--- src/design/opmode_pkg.sv ---
// constants, encodings and register map of the operating-mode sequencer
package opmode_pkg;

	// clock and derived time bases
	localparam longint CLK_HZ            = 100_000_000;
	localparam longint BLINK_HZ          = 2;
	localparam logic [31:0] BLINK_HALF_CYCLES = 32'(CLK_HZ / (2 * BLINK_HZ));
	localparam longint IO_READY_MS       = 60000;
	localparam logic [32:0] IO_READY_CYCLES = 33'(IO_READY_MS * CLK_HZ / 1000);
	// lamp test length in half blink periods (eight halves, 2 s)
	localparam logic [3:0] LAMP_TEST_HALVES = 4'h8;

	// register offsets (byte addresses)
	localparam logic [4:0] OFS_CMD      = 5'h00;
	localparam logic [4:0] OFS_CFG      = 5'h04;
	localparam logic [4:0] OFS_STATUS   = 5'h08;
	localparam logic [4:0] OFS_IRQ_STAT = 5'h0C;
	localparam logic [4:0] OFS_IRQ_MASK = 5'h10;

	// command bits
	localparam int CMD_PG_RUN    = 0;
	localparam int CMD_DISP_RUN  = 1;
	localparam int CMD_PG_STOP   = 2;
	localparam int CMD_DISP_STOP = 3;

	// configuration layout and reset value
	localparam int CFG_COMMISSIONED       = 2;
	localparam logic [2:0] CFG_RESET      = 3'h0;
	localparam logic [1:0] START_NO_RESTART = 2'h0;
	localparam logic [1:0] START_WARM_RUN   = 2'h1;
	localparam logic [1:0] START_RESTORE    = 2'h2;

	// interrupt event bits
	localparam int IRQ_W          = 5;
	localparam int EV_STOP        = 0;
	localparam int EV_RUN         = 1;
	localparam int EV_ABORT       = 2;
	localparam int EV_CARD        = 3;
	localparam int EV_IO_TIMEOUT  = 4;
	localparam logic [4:0] IRQ_RESET = 5'h00;

	// reported operating mode
	localparam logic [1:0] MODE_STOP    = 2'h0;
	localparam logic [1:0] MODE_STARTUP = 2'h1;
	localparam logic [1:0] MODE_RUN     = 2'h2;
	localparam logic [1:0] MODE_INIT    = 2'h3;

	typedef enum logic [2:0]
	{
		ST_LAMP_TEST = 3'h0,
		ST_SYS_INIT  = 3'h1,
		ST_STOP      = 3'h2,
		ST_STARTUP   = 3'h3,
		ST_RUN       = 3'h4,
		ST_CARD_EVAL = 3'h5
	} mode_state_e;

endpackage

--- src/design/blink_if.sv ---
// blink timebase carried from the divider to the sequencer
`timescale 1ns/10ps
interface blink_if;
	logic tick;
	logic phase;
	modport src (output tick, output phase);
	modport snk (input tick, input phase);
endinterface // blink_if

--- src/design/sync2.sv ---
// two-flop synchroniser for a group of pin inputs
`timescale 1ns/10ps
module sync2
#(
	parameter int WIDTH = 3
)
(
	input  wire logic             core_clk,
	input  wire logic             resetn,
	input  wire logic [WIDTH-1:0] async_in,
	output logic      [WIDTH-1:0] sync_out
);
	logic [WIDTH-1:0] meta_ff;

	// first stage is read only by the second stage
	always_ff @(posedge core_clk or negedge resetn)
	begin
		if (!resetn)
		begin
			meta_ff  <= '0;
			sync_out <= '0;
		end
		else
		begin
			meta_ff  <= async_in;
			sync_out <= meta_ff;
		end
	end
endmodule // sync2

--- src/design/blink_div.sv ---
// lamp blink divider: half-period tick and phase
`timescale 1ns/10ps
module blink_div
#(
	parameter logic [31:0] HALF = opmode_pkg::BLINK_HALF_CYCLES
)
(
	input  wire logic core_clk,
	input  wire logic resetn,
	blink_if.src      blink
);
	logic [31:0] cnt_ff;
	logic        tick_ff;
	logic        phase_ff;

	assign blink.tick  = tick_ff;
	assign blink.phase = phase_ff;

	// divided system clock, phase toggles every half period
	always_ff @(posedge core_clk or negedge resetn)
	begin
		if (!resetn)
		begin
			cnt_ff   <= 32'h0;
			tick_ff  <= 1'b0;
			phase_ff <= 1'b0;
		end
		else
		begin
			tick_ff <= (cnt_ff == HALF - 32'h1);
			if (cnt_ff == HALF - 32'h1)
			begin
				cnt_ff   <= 32'h0;
				phase_ff <= ~phase_ff;
			end
			else
			begin
				cnt_ff <= cnt_ff + 32'h1;
			end
		end
	end
endmodule // blink_div

--- src/design/opmode_seq.sv ---
// operating-mode sequencer: modes, lamps, card handling, register port
//
// Implementation choices: the address map and the address-and-strobe port.
`timescale 1ns/10ps
module opmode_seq
#(
	parameter logic [31:0] BLINK_HALF = opmode_pkg::BLINK_HALF_CYCLES,
	parameter logic [32:0] IO_READY   = opmode_pkg::IO_READY_CYCLES
)
(
	input  wire logic        core_clk,
	input  wire logic        resetn,
	input  wire logic [4:0]  reg_addr,
	input  wire logic [31:0] reg_wdata,
	input  wire logic        reg_wr,
	input  wire logic        reg_rd,
	output logic      [31:0] reg_rdata,
	input  wire logic        selector_run,
	input  wire logic        card_present,
	input  wire logic        card_formatted,
	input  wire logic        card_eval_done,
	input  wire logic        hw_config_loaded,
	input  wire logic        blocks_consistent,
	input  wire logic        prev_mode_run,
	input  wire logic        startup_error,
	input  wire logic        startup_stop_cmd,
	input  wire logic        tags_initialized,
	input  wire logic        startup_blocks_done,
	input  wire logic        io_ready,
	input  wire logic        run_error,
	input  wire logic        user_stop_cmd,
	output logic             mode_lamp_yellow,
	output logic             mode_lamp_green,
	output logic             fault_lamp,
	output logic             service_lamp,
	output logic             mem_reset,
	output logic             clear_nonretentive,
	output logic             network_port_enable,
	output logic      [1:0]  op_mode,
	output logic             irq
);
	blink_if blink ();

	opmode_pkg::mode_state_e state_ff;
	opmode_pkg::mode_state_e nxt_state;
	logic [2:0]  pin_s;
	logic        sel_prev_ff;
	logic        card_prev_ff;
	logic        card_ok_ff;
	logic [3:0]  cmd_ff;
	logic [2:0]  cfg_ff;
	logic [3:0]  half_cnt_ff;
	logic [32:0] io_cnt_ff;
	logic [opmode_pkg::IRQ_W-1:0] irq_stat_ff;
	logic [opmode_pkg::IRQ_W-1:0] irq_mask_ff;
	logic [opmode_pkg::IRQ_W-1:0] nxt_irq_stat;
	logic [opmode_pkg::IRQ_W-1:0] event_v;
	logic        sel_up;
	logic        card_take;
	logic        start_ok;
	logic        auto_run;
	logic        run_req;
	logic        io_timeout;
	logic        in_init;

	// true when the address selects the given register, with or without a strobe
	function automatic logic hit(input logic [4:0] addr, input logic [4:0] ofs);
		hit = (addr == ofs);
	endfunction

	blink_div #(.HALF(BLINK_HALF)) u_blink
	(
		.core_clk (core_clk),
		.resetn   (resetn),
		.blink    (blink)
	);

	sync2 #(.WIDTH(3)) u_sync
	(
		.core_clk (core_clk),
		.resetn   (resetn),
		.async_in ({card_formatted, card_present, selector_run}),
		.sync_out (pin_s)
	);

	// edge trackers and card acceptance
	always_ff @(posedge core_clk or negedge resetn)
	begin
		if (!resetn)
		begin
			sel_prev_ff  <= 1'b0;
			card_prev_ff <= 1'b0;
			card_ok_ff   <= 1'b0;
		end
		else
		begin
			sel_prev_ff  <= pin_s[0];
			card_prev_ff <= pin_s[1];
			card_ok_ff   <= pin_s[1] & pin_s[2];
		end
	end

	// decoded conditions
	assign in_init    = (state_ff == opmode_pkg::ST_LAMP_TEST) || (state_ff == opmode_pkg::ST_SYS_INIT);
	assign sel_up     = pin_s[0] & ~sel_prev_ff;
	assign card_take  = (pin_s[1] ^ card_prev_ff) & ~in_init;
	assign start_ok   = blocks_consistent & hw_config_loaded & card_ok_ff;
	assign auto_run   = (cfg_ff[1:0] == opmode_pkg::START_WARM_RUN) ||
	                    ((cfg_ff[1:0] == opmode_pkg::START_RESTORE) && prev_mode_run);
	assign run_req    = (cmd_ff[opmode_pkg::CMD_PG_RUN] | cmd_ff[opmode_pkg::CMD_DISP_RUN]) & pin_s[0];
	assign io_timeout = (io_cnt_ff >= IO_READY - 33'h1);

	// mode transitions
	always_comb
	begin
		nxt_state = state_ff;
		unique case (state_ff)
			opmode_pkg::ST_LAMP_TEST:
				if (blink.tick && half_cnt_ff == opmode_pkg::LAMP_TEST_HALVES - 4'h1)
					nxt_state = opmode_pkg::ST_SYS_INIT;
			opmode_pkg::ST_SYS_INIT:
				if (card_eval_done)
				begin
					if (cfg_ff[opmode_pkg::CFG_COMMISSIONED] && start_ok && auto_run)
						nxt_state = opmode_pkg::ST_STARTUP;
					else
						nxt_state = opmode_pkg::ST_STOP;
				end
			opmode_pkg::ST_CARD_EVAL:
				if (card_eval_done)
					nxt_state = opmode_pkg::ST_STOP;
			opmode_pkg::ST_STOP:
				if (start_ok && (run_req || sel_up))
					nxt_state = opmode_pkg::ST_STARTUP;
			opmode_pkg::ST_STARTUP:
				if (startup_error || startup_stop_cmd || cmd_ff[opmode_pkg::CMD_PG_STOP])
					nxt_state = opmode_pkg::ST_STOP;
				else if (tags_initialized && startup_blocks_done && io_ready)
					nxt_state = opmode_pkg::ST_RUN;
				else if (io_timeout)
					nxt_state = opmode_pkg::ST_STOP;
			opmode_pkg::ST_RUN:
				if (run_error || user_stop_cmd || cmd_ff[opmode_pkg::CMD_PG_STOP] ||
				    cmd_ff[opmode_pkg::CMD_DISP_STOP] || !pin_s[0])
					nxt_state = opmode_pkg::ST_STOP;
			default:
				nxt_state = opmode_pkg::ST_STOP;
		endcase
		if (card_take)
			nxt_state = opmode_pkg::ST_CARD_EVAL;
	end

	// encoded mode register
	always_ff @(posedge core_clk or negedge resetn)
	begin
		if (!resetn)
			state_ff <= opmode_pkg::ST_LAMP_TEST;
		else
			state_ff <= nxt_state;
	end

	// lamp test length and I/O readiness timers
	always_ff @(posedge core_clk or negedge resetn)
	begin
		if (!resetn)
		begin
			half_cnt_ff <= 4'h0;
			io_cnt_ff   <= 33'h0;
		end
		else
		begin
			if (state_ff == opmode_pkg::ST_LAMP_TEST && blink.tick)
				half_cnt_ff <= half_cnt_ff + 4'h1;
			if (state_ff == opmode_pkg::ST_STARTUP && !io_timeout)
				io_cnt_ff <= io_cnt_ff + 33'h1;
			else if (state_ff != opmode_pkg::ST_STARTUP)
				io_cnt_ff <= 33'h0;
		end
	end

	// memory reset and non-retentive clear pulses
	always_ff @(posedge core_clk or negedge resetn)
	begin
		if (!resetn)
		begin
			mem_reset          <= 1'b0;
			clear_nonretentive <= 1'b0;
		end
		else
		begin
			mem_reset          <= card_take;
			clear_nonretentive <= ((state_ff == opmode_pkg::ST_SYS_INIT) &&
			                       (nxt_state == opmode_pkg::ST_STOP || nxt_state == opmode_pkg::ST_STARTUP)) ||
			                      ((state_ff == opmode_pkg::ST_STOP) &&
			                       (nxt_state == opmode_pkg::ST_STARTUP));
		end
	end

	// lamps, reported mode and network port follow the state
	always_ff @(posedge core_clk or negedge resetn)
	begin
		if (!resetn)
		begin
			mode_lamp_yellow    <= 1'b0;
			mode_lamp_green     <= 1'b0;
			fault_lamp          <= 1'b0;
			service_lamp        <= 1'b0;
			op_mode             <= opmode_pkg::MODE_INIT;
			network_port_enable <= 1'b0;
		end
		else
		begin
			fault_lamp          <= 1'b0;
			service_lamp        <= 1'b0;
			mode_lamp_yellow    <= 1'b0;
			mode_lamp_green     <= 1'b0;
			op_mode             <= opmode_pkg::MODE_INIT;
			network_port_enable <= 1'b1;
			unique case (state_ff)
				opmode_pkg::ST_LAMP_TEST:
				begin
					mode_lamp_yellow    <= blink.phase;
					mode_lamp_green     <= ~blink.phase;
					fault_lamp          <= blink.phase;
					service_lamp        <= blink.phase;
					network_port_enable <= 1'b0;
				end
				opmode_pkg::ST_SYS_INIT:
				begin
					mode_lamp_yellow    <= blink.phase;
					network_port_enable <= 1'b0;
				end
				opmode_pkg::ST_CARD_EVAL:
					mode_lamp_yellow <= blink.phase;
				opmode_pkg::ST_STOP:
				begin
					mode_lamp_yellow <= 1'b1;
					op_mode          <= opmode_pkg::MODE_STOP;
				end
				opmode_pkg::ST_STARTUP:
				begin
					mode_lamp_green <= blink.phase;
					op_mode         <= opmode_pkg::MODE_STARTUP;
				end
				opmode_pkg::ST_RUN:
				begin
					mode_lamp_green <= 1'b1;
					op_mode         <= opmode_pkg::MODE_RUN;
				end
				default:
					mode_lamp_yellow <= 1'b1;
			endcase
		end
	end

	// command pulses and configuration writes
	always_ff @(posedge core_clk or negedge resetn)
	begin
		if (!resetn)
		begin
			cmd_ff      <= 4'h0;
			cfg_ff      <= opmode_pkg::CFG_RESET;
			irq_mask_ff <= opmode_pkg::IRQ_RESET;
		end
		else
		begin
			cmd_ff <= (reg_wr && hit(reg_addr, opmode_pkg::OFS_CMD)) ? reg_wdata[3:0] : 4'h0;
			if (reg_wr && hit(reg_addr, opmode_pkg::OFS_CFG))
				cfg_ff <= reg_wdata[2:0];
			if (reg_wr && hit(reg_addr, opmode_pkg::OFS_IRQ_MASK))
				irq_mask_ff <= reg_wdata[opmode_pkg::IRQ_W-1:0];
		end
	end

	// interrupt events, write-one-to-clear where a new event wins
	always_comb
	begin
		event_v = '0;
		event_v[opmode_pkg::EV_STOP]       = (nxt_state == opmode_pkg::ST_STOP) && (state_ff != opmode_pkg::ST_STOP);
		event_v[opmode_pkg::EV_RUN]        = (nxt_state == opmode_pkg::ST_RUN) && (state_ff != opmode_pkg::ST_RUN);
		event_v[opmode_pkg::EV_ABORT]      = (state_ff == opmode_pkg::ST_STARTUP) &&
		                                     (nxt_state == opmode_pkg::ST_STOP);
		event_v[opmode_pkg::EV_CARD]       = card_take;
		event_v[opmode_pkg::EV_IO_TIMEOUT] = (state_ff == opmode_pkg::ST_STARTUP) && io_timeout && !io_ready;
		nxt_irq_stat = irq_stat_ff;
		if (reg_wr && hit(reg_addr, opmode_pkg::OFS_IRQ_STAT))
			nxt_irq_stat = irq_stat_ff & ~reg_wdata[opmode_pkg::IRQ_W-1:0];
		nxt_irq_stat = nxt_irq_stat | event_v;
	end

	// sticky status and level interrupt
	always_ff @(posedge core_clk or negedge resetn)
	begin
		if (!resetn)
		begin
			irq_stat_ff <= opmode_pkg::IRQ_RESET;
			irq         <= 1'b0;
		end
		else
		begin
			irq_stat_ff <= nxt_irq_stat;
			irq         <= |(nxt_irq_stat & irq_mask_ff);
		end
	end

	// read data one cycle after the strobe, zero otherwise
	always_ff @(posedge core_clk or negedge resetn)
	begin
		if (!resetn)
			reg_rdata <= 32'h0;
		else if (!reg_rd)
			reg_rdata <= 32'h0;
		else if (hit(reg_addr, opmode_pkg::OFS_CFG))
			reg_rdata <= {29'h0, cfg_ff};
		else if (hit(reg_addr, opmode_pkg::OFS_STATUS))
			reg_rdata <= {24'h0, card_ok_ff, pin_s[0], op_mode, 1'b0, state_ff};
		else if (hit(reg_addr, opmode_pkg::OFS_IRQ_STAT))
			reg_rdata <= {27'h0, irq_stat_ff};
		else if (hit(reg_addr, opmode_pkg::OFS_IRQ_MASK))
			reg_rdata <= {27'h0, irq_mask_ff};
		else
			reg_rdata <= 32'h0;
	end

	chk_card_reset:
	assert property (@(posedge core_clk) disable iff (!resetn)
		card_take |=> mem_reset && state_ff == opmode_pkg::ST_CARD_EVAL)
		else $error("card event did not reset memory");

	chk_eval_flash:
	assert property (@(posedge core_clk) disable iff (!resetn)
		state_ff == opmode_pkg::ST_CARD_EVAL |=> !mode_lamp_green && mode_lamp_yellow == $past(blink.phase))
		else $error("mode lamp not flashing during card evaluation");

	chk_card_format:
	assert property (@(posedge core_clk) disable iff (!resetn)
		state_ff == opmode_pkg::ST_STOP && !card_ok_ff && !card_take |=> state_ff == opmode_pkg::ST_STOP)
		else $error("started without a formatted card");

	chk_lamp_test:
	assert property (@(posedge core_clk) disable iff (!resetn)
		resetn && $past(resetn) && state_ff == opmode_pkg::ST_LAMP_TEST |=>
		mode_lamp_green == !mode_lamp_yellow && fault_lamp == mode_lamp_yellow && service_lamp == mode_lamp_yellow)
		else $error("lamp test pattern wrong");

	chk_first_stop:
	assert property (@(posedge core_clk) disable iff (!resetn)
		state_ff == opmode_pkg::ST_SYS_INIT && card_eval_done && !cfg_ff[opmode_pkg::CFG_COMMISSIONED] |=>
		state_ff == opmode_pkg::ST_STOP ##1 mode_lamp_yellow && !mode_lamp_green)
		else $error("first power-on did not settle in STOP");

	chk_net_port:
	assert property (@(posedge core_clk) disable iff (!resetn)
		!in_init |=> network_port_enable)
		else $error("network port disabled in an operating mode");

	chk_no_restart:
	assert property (@(posedge core_clk) disable iff (!resetn)
		state_ff == opmode_pkg::ST_SYS_INIT && card_eval_done &&
		cfg_ff[1:0] == opmode_pkg::START_NO_RESTART |=> state_ff == opmode_pkg::ST_STOP)
		else $error("no-restart type did not power on into STOP");

	chk_clear_pulse:
	assert property (@(posedge core_clk) disable iff (!resetn)
		state_ff == opmode_pkg::ST_STOP && nxt_state == opmode_pkg::ST_STARTUP |=> clear_nonretentive)
		else $error("non-retentive clear missing on STOP to STARTUP");

	chk_startup_abort:
	assert property (@(posedge core_clk) disable iff (!resetn)
		state_ff == opmode_pkg::ST_STARTUP && (startup_error || startup_stop_cmd) && !card_take |=>
		state_ff == opmode_pkg::ST_STOP ##1 op_mode == opmode_pkg::MODE_STOP)
		else $error("startup not cancelled");

	chk_run_stop:
	assert property (@(posedge core_clk) disable iff (!resetn)
		state_ff == opmode_pkg::ST_RUN && (run_error || user_stop_cmd) && !card_take |=>
		state_ff == opmode_pkg::ST_STOP)
		else $error("RUN did not stop");

	chk_io_window:
	assert property (@(posedge core_clk) disable iff (!resetn)
		$rose(state_ff == opmode_pkg::ST_RUN) |-> io_ready || $past(io_ready))
		else $error("RUN entered without I/O ready");

endmodule // opmode_seq

--- config.mk ---
export PLATFORM = sky130hd
export DESIGN_NAME = opmode_seq
export DESIGN_NICKNAME = d
export VERILOG_FILES = /design/src/design/opmode_pkg.sv /design/src/design/blink_if.sv /design/src/design/sync2.sv /design/src/design/blink_div.sv /design/src/design/opmode_seq.sv
export SDC_FILE = /design/constraint.sdc
export NUM_CORES = 1
export LEC_CHECK = 0
export BUFFER_PORTS_ARGS = -buffer_cell sky130_fd_sc_hd__buf_4
export CORE_UTILIZATION = 40
export DETAILED_ROUTE_END_ITERATION = 10
export PLACE_DENSITY = 0.72
export SLEW_MARGIN = 20
export SYNTH_ARGS = -nofsm -noshare
export SYNTH_HDL_FRONTEND = slang
export SYNTH_SLANG_ARGS = --single-unit
--- constraint.sdc ---
create_clock -name core_clk -period 4.55 [get_ports core_clk]
set_clock_uncertainty 0.2 [all_clocks]
set_input_delay 0.6825 -clock core_clk [delete_from_list [all_inputs] [get_ports core_clk]]
set_output_delay 0.6825 -clock core_clk [all_outputs]
set_load 0.05 [all_outputs]
; ---- Yosys cells after proc, flatten, opt, wreduce, memory -nomap -nowiden
; Index checks and enable logic that the tools add are counted.
[totals]
regBits = 141
wordCells = 129
[classes]
add_sub_neg = 3
n_lt_le_gt_ge = 1
eq_ne = 19
n_mux = 26
bitwise = 15
n_reduce_logical = 41
[ops]
columns = cell, count
row1 = $mux 33, 2
row2 = $add 33x1->33 const B, 1
row3 = $ge 33x33->1 const B, 1
row4 = $add 32x1->32 const B, 1
row5 = $eq 32x25->1 const B, 1
row6 = $mux 32, 1
row7 = $mux 3, 9
row8 = $mux 8, 3
row9 = $logic_and 1x1->1, 20
row10 = $pmux 3 s6, 1
row11 = $mux 5, 3
row12 = $eq 3x2->1 const B, 4
row13 = $logic_or 1x1->1, 11
row14 = $and 5x5->5, 2
row15 = $eq 5x4->1 const B, 2
row16 = $eq 3x3->1 const B, 3
row17 = $and 1x1->1, 6
row18 = $ne 3x2->1 const B, 2
row19 = $pmux 2 s3, 1
row20 = $eq 5x3->1 const B, 1
row21 = $eq 5x5->1 const B, 1
row22 = $logic_not 5->1, 1
row23 = $not 5->5, 1
row24 = $or 5x5->5, 1
row25 = other kinds (19), 26

; ---- Longest topological paths before layout
[depth]
word_depth = 13
depth_mapped = 8
depth_no_buf = 7

; ---- Modules after synthesis
; From an unflattened synthesis, not the netlist that was laid out.
[unflattened]
hier_cells = 592
hier_area_um2 = 5899.4
[by_module_without_submodules]
columns = module, n_inst, cells_each, area_each_um2
row1 = opmode_seq, 1, 430, 4082.7
row2 = blink_div, 1, 156, 1666.6
row3 = sync2, 1, 6, 150.1

; ---- Least setup slack after synthesis
; Ideal clock, no wire load.
[synth_timing]
kind = input to register
from = in reg_addr[4]
to = reg irq
setup_time_ns = 0.138
t_arrival_ns = 2.340
required_ns = 4.212
path_slack_ns = 1.873
stages = 7
path_buffers = 1
cell_sequence = nor4b_1 and3_1 clkbuf_1 nand2_1 a31oi_1 and3_1 o2111ai_2
[synth_between]
elab_chain_len = 6
[synth_lines]
columns = item, line
row1 = from (decl), opmode_seq.sv:13  ; input wire logic [4:0] reg_addr,
row2 = $eq 5x4->1, opmode_seq.sv:68  ; hit = (addr == ofs);
row3 = $logic_and 1x1->1, opmode_seq.sv:286  ; if (reg_wr && hit(reg_addr, opmode_pkg::OFS_IRQ_STAT))
row4 = $mux 5, opmode_seq.sv:286
row5 = $or 5x5->5, opmode_seq.sv:288  ; nxt_irq_stat = nxt_irq_stat | event_v;
row6 = $and 5x5->5, opmode_seq.sv:302  ; irq <= |(nxt_irq_stat & irq_mask_ff);
row7 = $reduce_or 5->1, opmode_seq.sv:302
row8 = to (signal assigned), opmode_seq.sv:302
row9 = to (decl), opmode_seq.sv:40  ; output logic irq
; Every way passes these cells.
; A chain may end at the register's enable or synchronous reset.

; ---- Final worst setup path
[layout_timing]
from = reg io_cnt_ff[16]
to = reg io_cnt_ff[19]
[layout_between]
elab_chain_len = 4
elab_cells_between_ends = 6
classes_between = add/sub (1) / order compare (1) / mux (1) / reduce/logical (3)
[layout_lines]
columns = item, line
row1 = from (decl), opmode_seq.sv:53  ; logic [32:0] io_cnt_ff;
row2 = from (signal assigned), opmode_seq.sv:175  ; io_cnt_ff <= io_cnt_ff + 33'h1;
row3 = $ge 33x33->1, opmode_seq.sv:111  ; assign io_timeout = (io_cnt_ff >= IO_READY - 33'h1);
row4 = $logic_not 1->1, opmode_seq.sv:174  ; if (state_ff == opmode_pkg::ST_STARTUP && !io_timeout)
row5 = $logic_and 1x1->1, opmode_seq.sv:174
row6 = $mux 33 or $reduce_bool 2->1 (tied branches), -
; Parallel ways exist; a longest one is shown, timed or not.

==> summary.md <==
| Metric | Value |
|---|---|
| CTS buffer count | 17 |
| Clk sinks | around 120 |
| Post-Route WL | around 13000 um |
| CTS max path bufs | 2 |
| P_sw | between 0.9 and 1 mW |
| Synth top area share | 0.498 |
| Post-cts hold buffer count | 0 |
| Clock share of power | 0.444 |
| Seq/Total Area, Yosys | 0.507 |
| Ant diodes | 0 |
| Placeable Area | ~14000 um2 |
| GPL Wtd Cong | roughly 0.91 |
| Area leader, netlist | dfrtp_1 |
| Via/cell ratio | 5.48 |
| Drt wl/cell | 15.6 um |
| Main synth FF type | dfrtp_1 |
| Initial Util | 0.413 |
| CTS tree | yes |
| # rows | 43 |
| Critical Path Source Type | flop |
| H-tree depth | 4 |
| VDD IR max | 0.274 mV |
| Fin Setup TNS | 0 ns |
| Setup crit end kind | flop |
| Largest net degree at the start of global routing | 80 |
| Post-synthesis async set-or-reset flop share | 1.00 |
| Share of power burned in combinational logic | 0.170 |
| DIE HEIGHT | ~120 um |
| Crit path arrival time | 3.13 ns |
| PD cells | 463 nW/um2 |
| Max-slew violations | 0 |
| Post-route cell area | between 6000 and 7000 um2 |
| Post-Syn Area per Cell | 10.0 um2 |
| Leakage | about 3.0 nW |
| Worst slew pin tran | slightly below 0.9 ns |
| Clock slew at reported path FFs | 0.06 ns |
| IO Count | between 90 and 100 |
| Number of global-route vias before repair | approximately 4600 |
| Critical path type | flop to flop |
| Warnings from Yosys | 0 |
| Mapped Cells | 577 |
| Mapped Area | between 5000 and 6000 um2 |
| # setup viols final | 0 |
| Final core occ | 0.489 |
| Cts repair resizes | 0 |
| CTS Root Cell | clkbuf_16 |
| Net Sw Frac | 0.315 |
| DRC | 0 |
| Max-Cap Viols | 0 |
| GR Overflow Total | 0 |
| Status | completed |
| Critical Path Fanout Max | 44 |
| Count of cell types in the netlist | 66 |
| Layout Nets | 686 |
| Final antenna-violating net count | 0 |
| Commonest non-fill, non-tap cells in the layout | 115 x dfrtp_1, 54 x nand2_1, 49 x buf_4 |
| Initial DRT Pass Iterations | 5 |
| Most common cell after layout, fill and taps aside | dfrtp_1 |
| Die area | 14900 um2 |
| Layout area overhead | 18.3% |
| Worst setup margin | ~1.5 ns |
| Worst hold margin | between 0.04 and 0.05 ns |
| Worst skew pair latency | between 0.4 and 0.5 ns |
| Total GRT Usage | 0.187 |
| RSZ-0062 raised after global routing | no |
| Layout cell share with drive strength beyond 1 | 0.179 |
| Antenna violations before repair | 0 |
| Critical Path RT | roughly 4.7 ns |
| Drt initial violations | approximately 280 |
| DP Wirelength | ~8600 um |
| First-pass GRT wire length | approximately 22000 um |
| Max-slew headroom | 0.418 |
| Flops & latches, synth | between 100 and 150 |
| Vias post-DR | 4500 |
| Largest cells by area after synthesis | dfrtp_1 50%, nand2_1 3.5%, buf_4 3.2%, xor2_1 3.2%, a21oi_1 3.0% |
| Number of synthesized flops with an enable pin | 0 |
| Cell Int Power | roughly 2.2 mW |
| Max Fclk | approximately 330 MHz |
| Input/output buffers | 45 |
| Fin crit share | 0.660 |
| Post-route minimum period | 3.00 ns |
| Post-place setup slack | ~1.6 ns |
| Worst hold path type | primary input to async pin |
| Final Hold Fails | 0 |
| Placed cell areas | between 6000 and 7000 um2 |
| Fill cells | 1254 |
| Post-CTS Setup Bufs | 0 |
| Flop pwr share | 0.387 |
| Die X | 122 um |
[path summary, 6_finish.rpt]
path                                   startpoint                 end  slack, ns  depth (start not counted)
worst max register to register      io_cnt_ff[16]       io_cnt_ff[19]       1.55                          6
min in group core_clk           u_sync.meta_ff[0]  u_sync.sync_out[0]       0.15                          0
worst min register to register  u_sync.meta_ff[0]  u_sync.sync_out[0]       0.15                          0
worst min-delay path                       resetn        reg_rdata[3]       0.04                          1
worst max-delay path                io_cnt_ff[16]       io_cnt_ff[19]       1.55                          6
max in group asynchronous                  resetn                 irq       3.13                          3
[stage by stage]
stage                     cells  total power [mW]
after floorplan             600              1.62
after global placement      788              1.76
after detailed placement    788              1.77
after CTS                   820              3.18
after global routing        821              3.27
final                       821              3.17
[cell usage after synthesis (all sizes together) (2+ instances only)]
cell and n:
xor2 21, and3 19, a21boi 3, a21o 3, nand2 54, nand2b 5
ha 3, a22oi 5, a41o 5, clkbuf 12, buf 29, nor2b 3
a31oi 4, or2 3, or4b 3, nand3b 3, nor3b 5, nor4b 3
nor2 46, or3 18, dfstp 2, mux2 11, inv 13, a21oi 36
nand3 29, nor4 6, or4 9, nor3 8, xnor2 14, o31ai 6
and2 10, and4 4, o21ai 28, o211ai 3, nand4 17, dfrtp 115
a211oi 4, a211o 2
[worst max-delay path, cell delays in order (launching register included)]
cell and delay [ns]:
dfrtp_1 0.45, or4b_1 0.54, or4_4 0.54, o21ai_4 0.21
a21o_2 0.60, o21ai_0 0.23, a21oi_1 0.16
[registers in the layout (all words and copies together) (netlist names), 2 cells and up]
register         flops
u_sync.sync_out      3
cmd_ff               4
u_blink.cnt_ff      32
half_cnt_ff          4
op_mode              2
irq_mask_ff          5
reg_rdata            8
u_sync.meta_ff       3
cfg_ff               3
irq_stat_ff          5
state_ff             3
io_cnt_ff           33
[power groups by stage]
stage	combinational (mW)	sequential [mW]	clock [mW]
after floorplan	0.319	1.30	0
after global placement	0.521	1.24	0
after detailed placement	0.529	1.24	0
after CTS	0.537	1.22	1.42
after global routing	0.577	1.23	1.47
final	0.537	1.22	1.40
[final cells by class]
cell class | instances | area, um2 | share of cell area
sequential | 117 | 2930 | 0.428
timing repair buffer | 50 | 388 | 0.0567
multi-input combinational | 429 | 2630 | 0.384
clock inverter | 15 | 195 | 0.0285
clock buffer | 17 | 425 | 0.0622
inverter | 13 | 48.8 | 0.00713
tap | 180 | 225 | 0.0329
[cell families (layout without fill, tap and decap cells)]
logic type      after synthesis  in the layout  synth area share
simple gates                247            247             0.230
fa+ha+maj                     3              3           0.00649
flops                       117            117             0.507
mux                          12             12            0.0232
buf+inv                      54             95            0.0554
xor+xnor                     35             35            0.0530
compound gates              108            108             0.124
other cells                   1             24          0.000649
[routing by layer]
layer,part of all wire,track usage
met4,0.015,0.0686
met2,0.50,0.306
met3,0.048,0.0488
met5,0,0
met1,0.43,0.237
(Power assumes the default switching activity.)
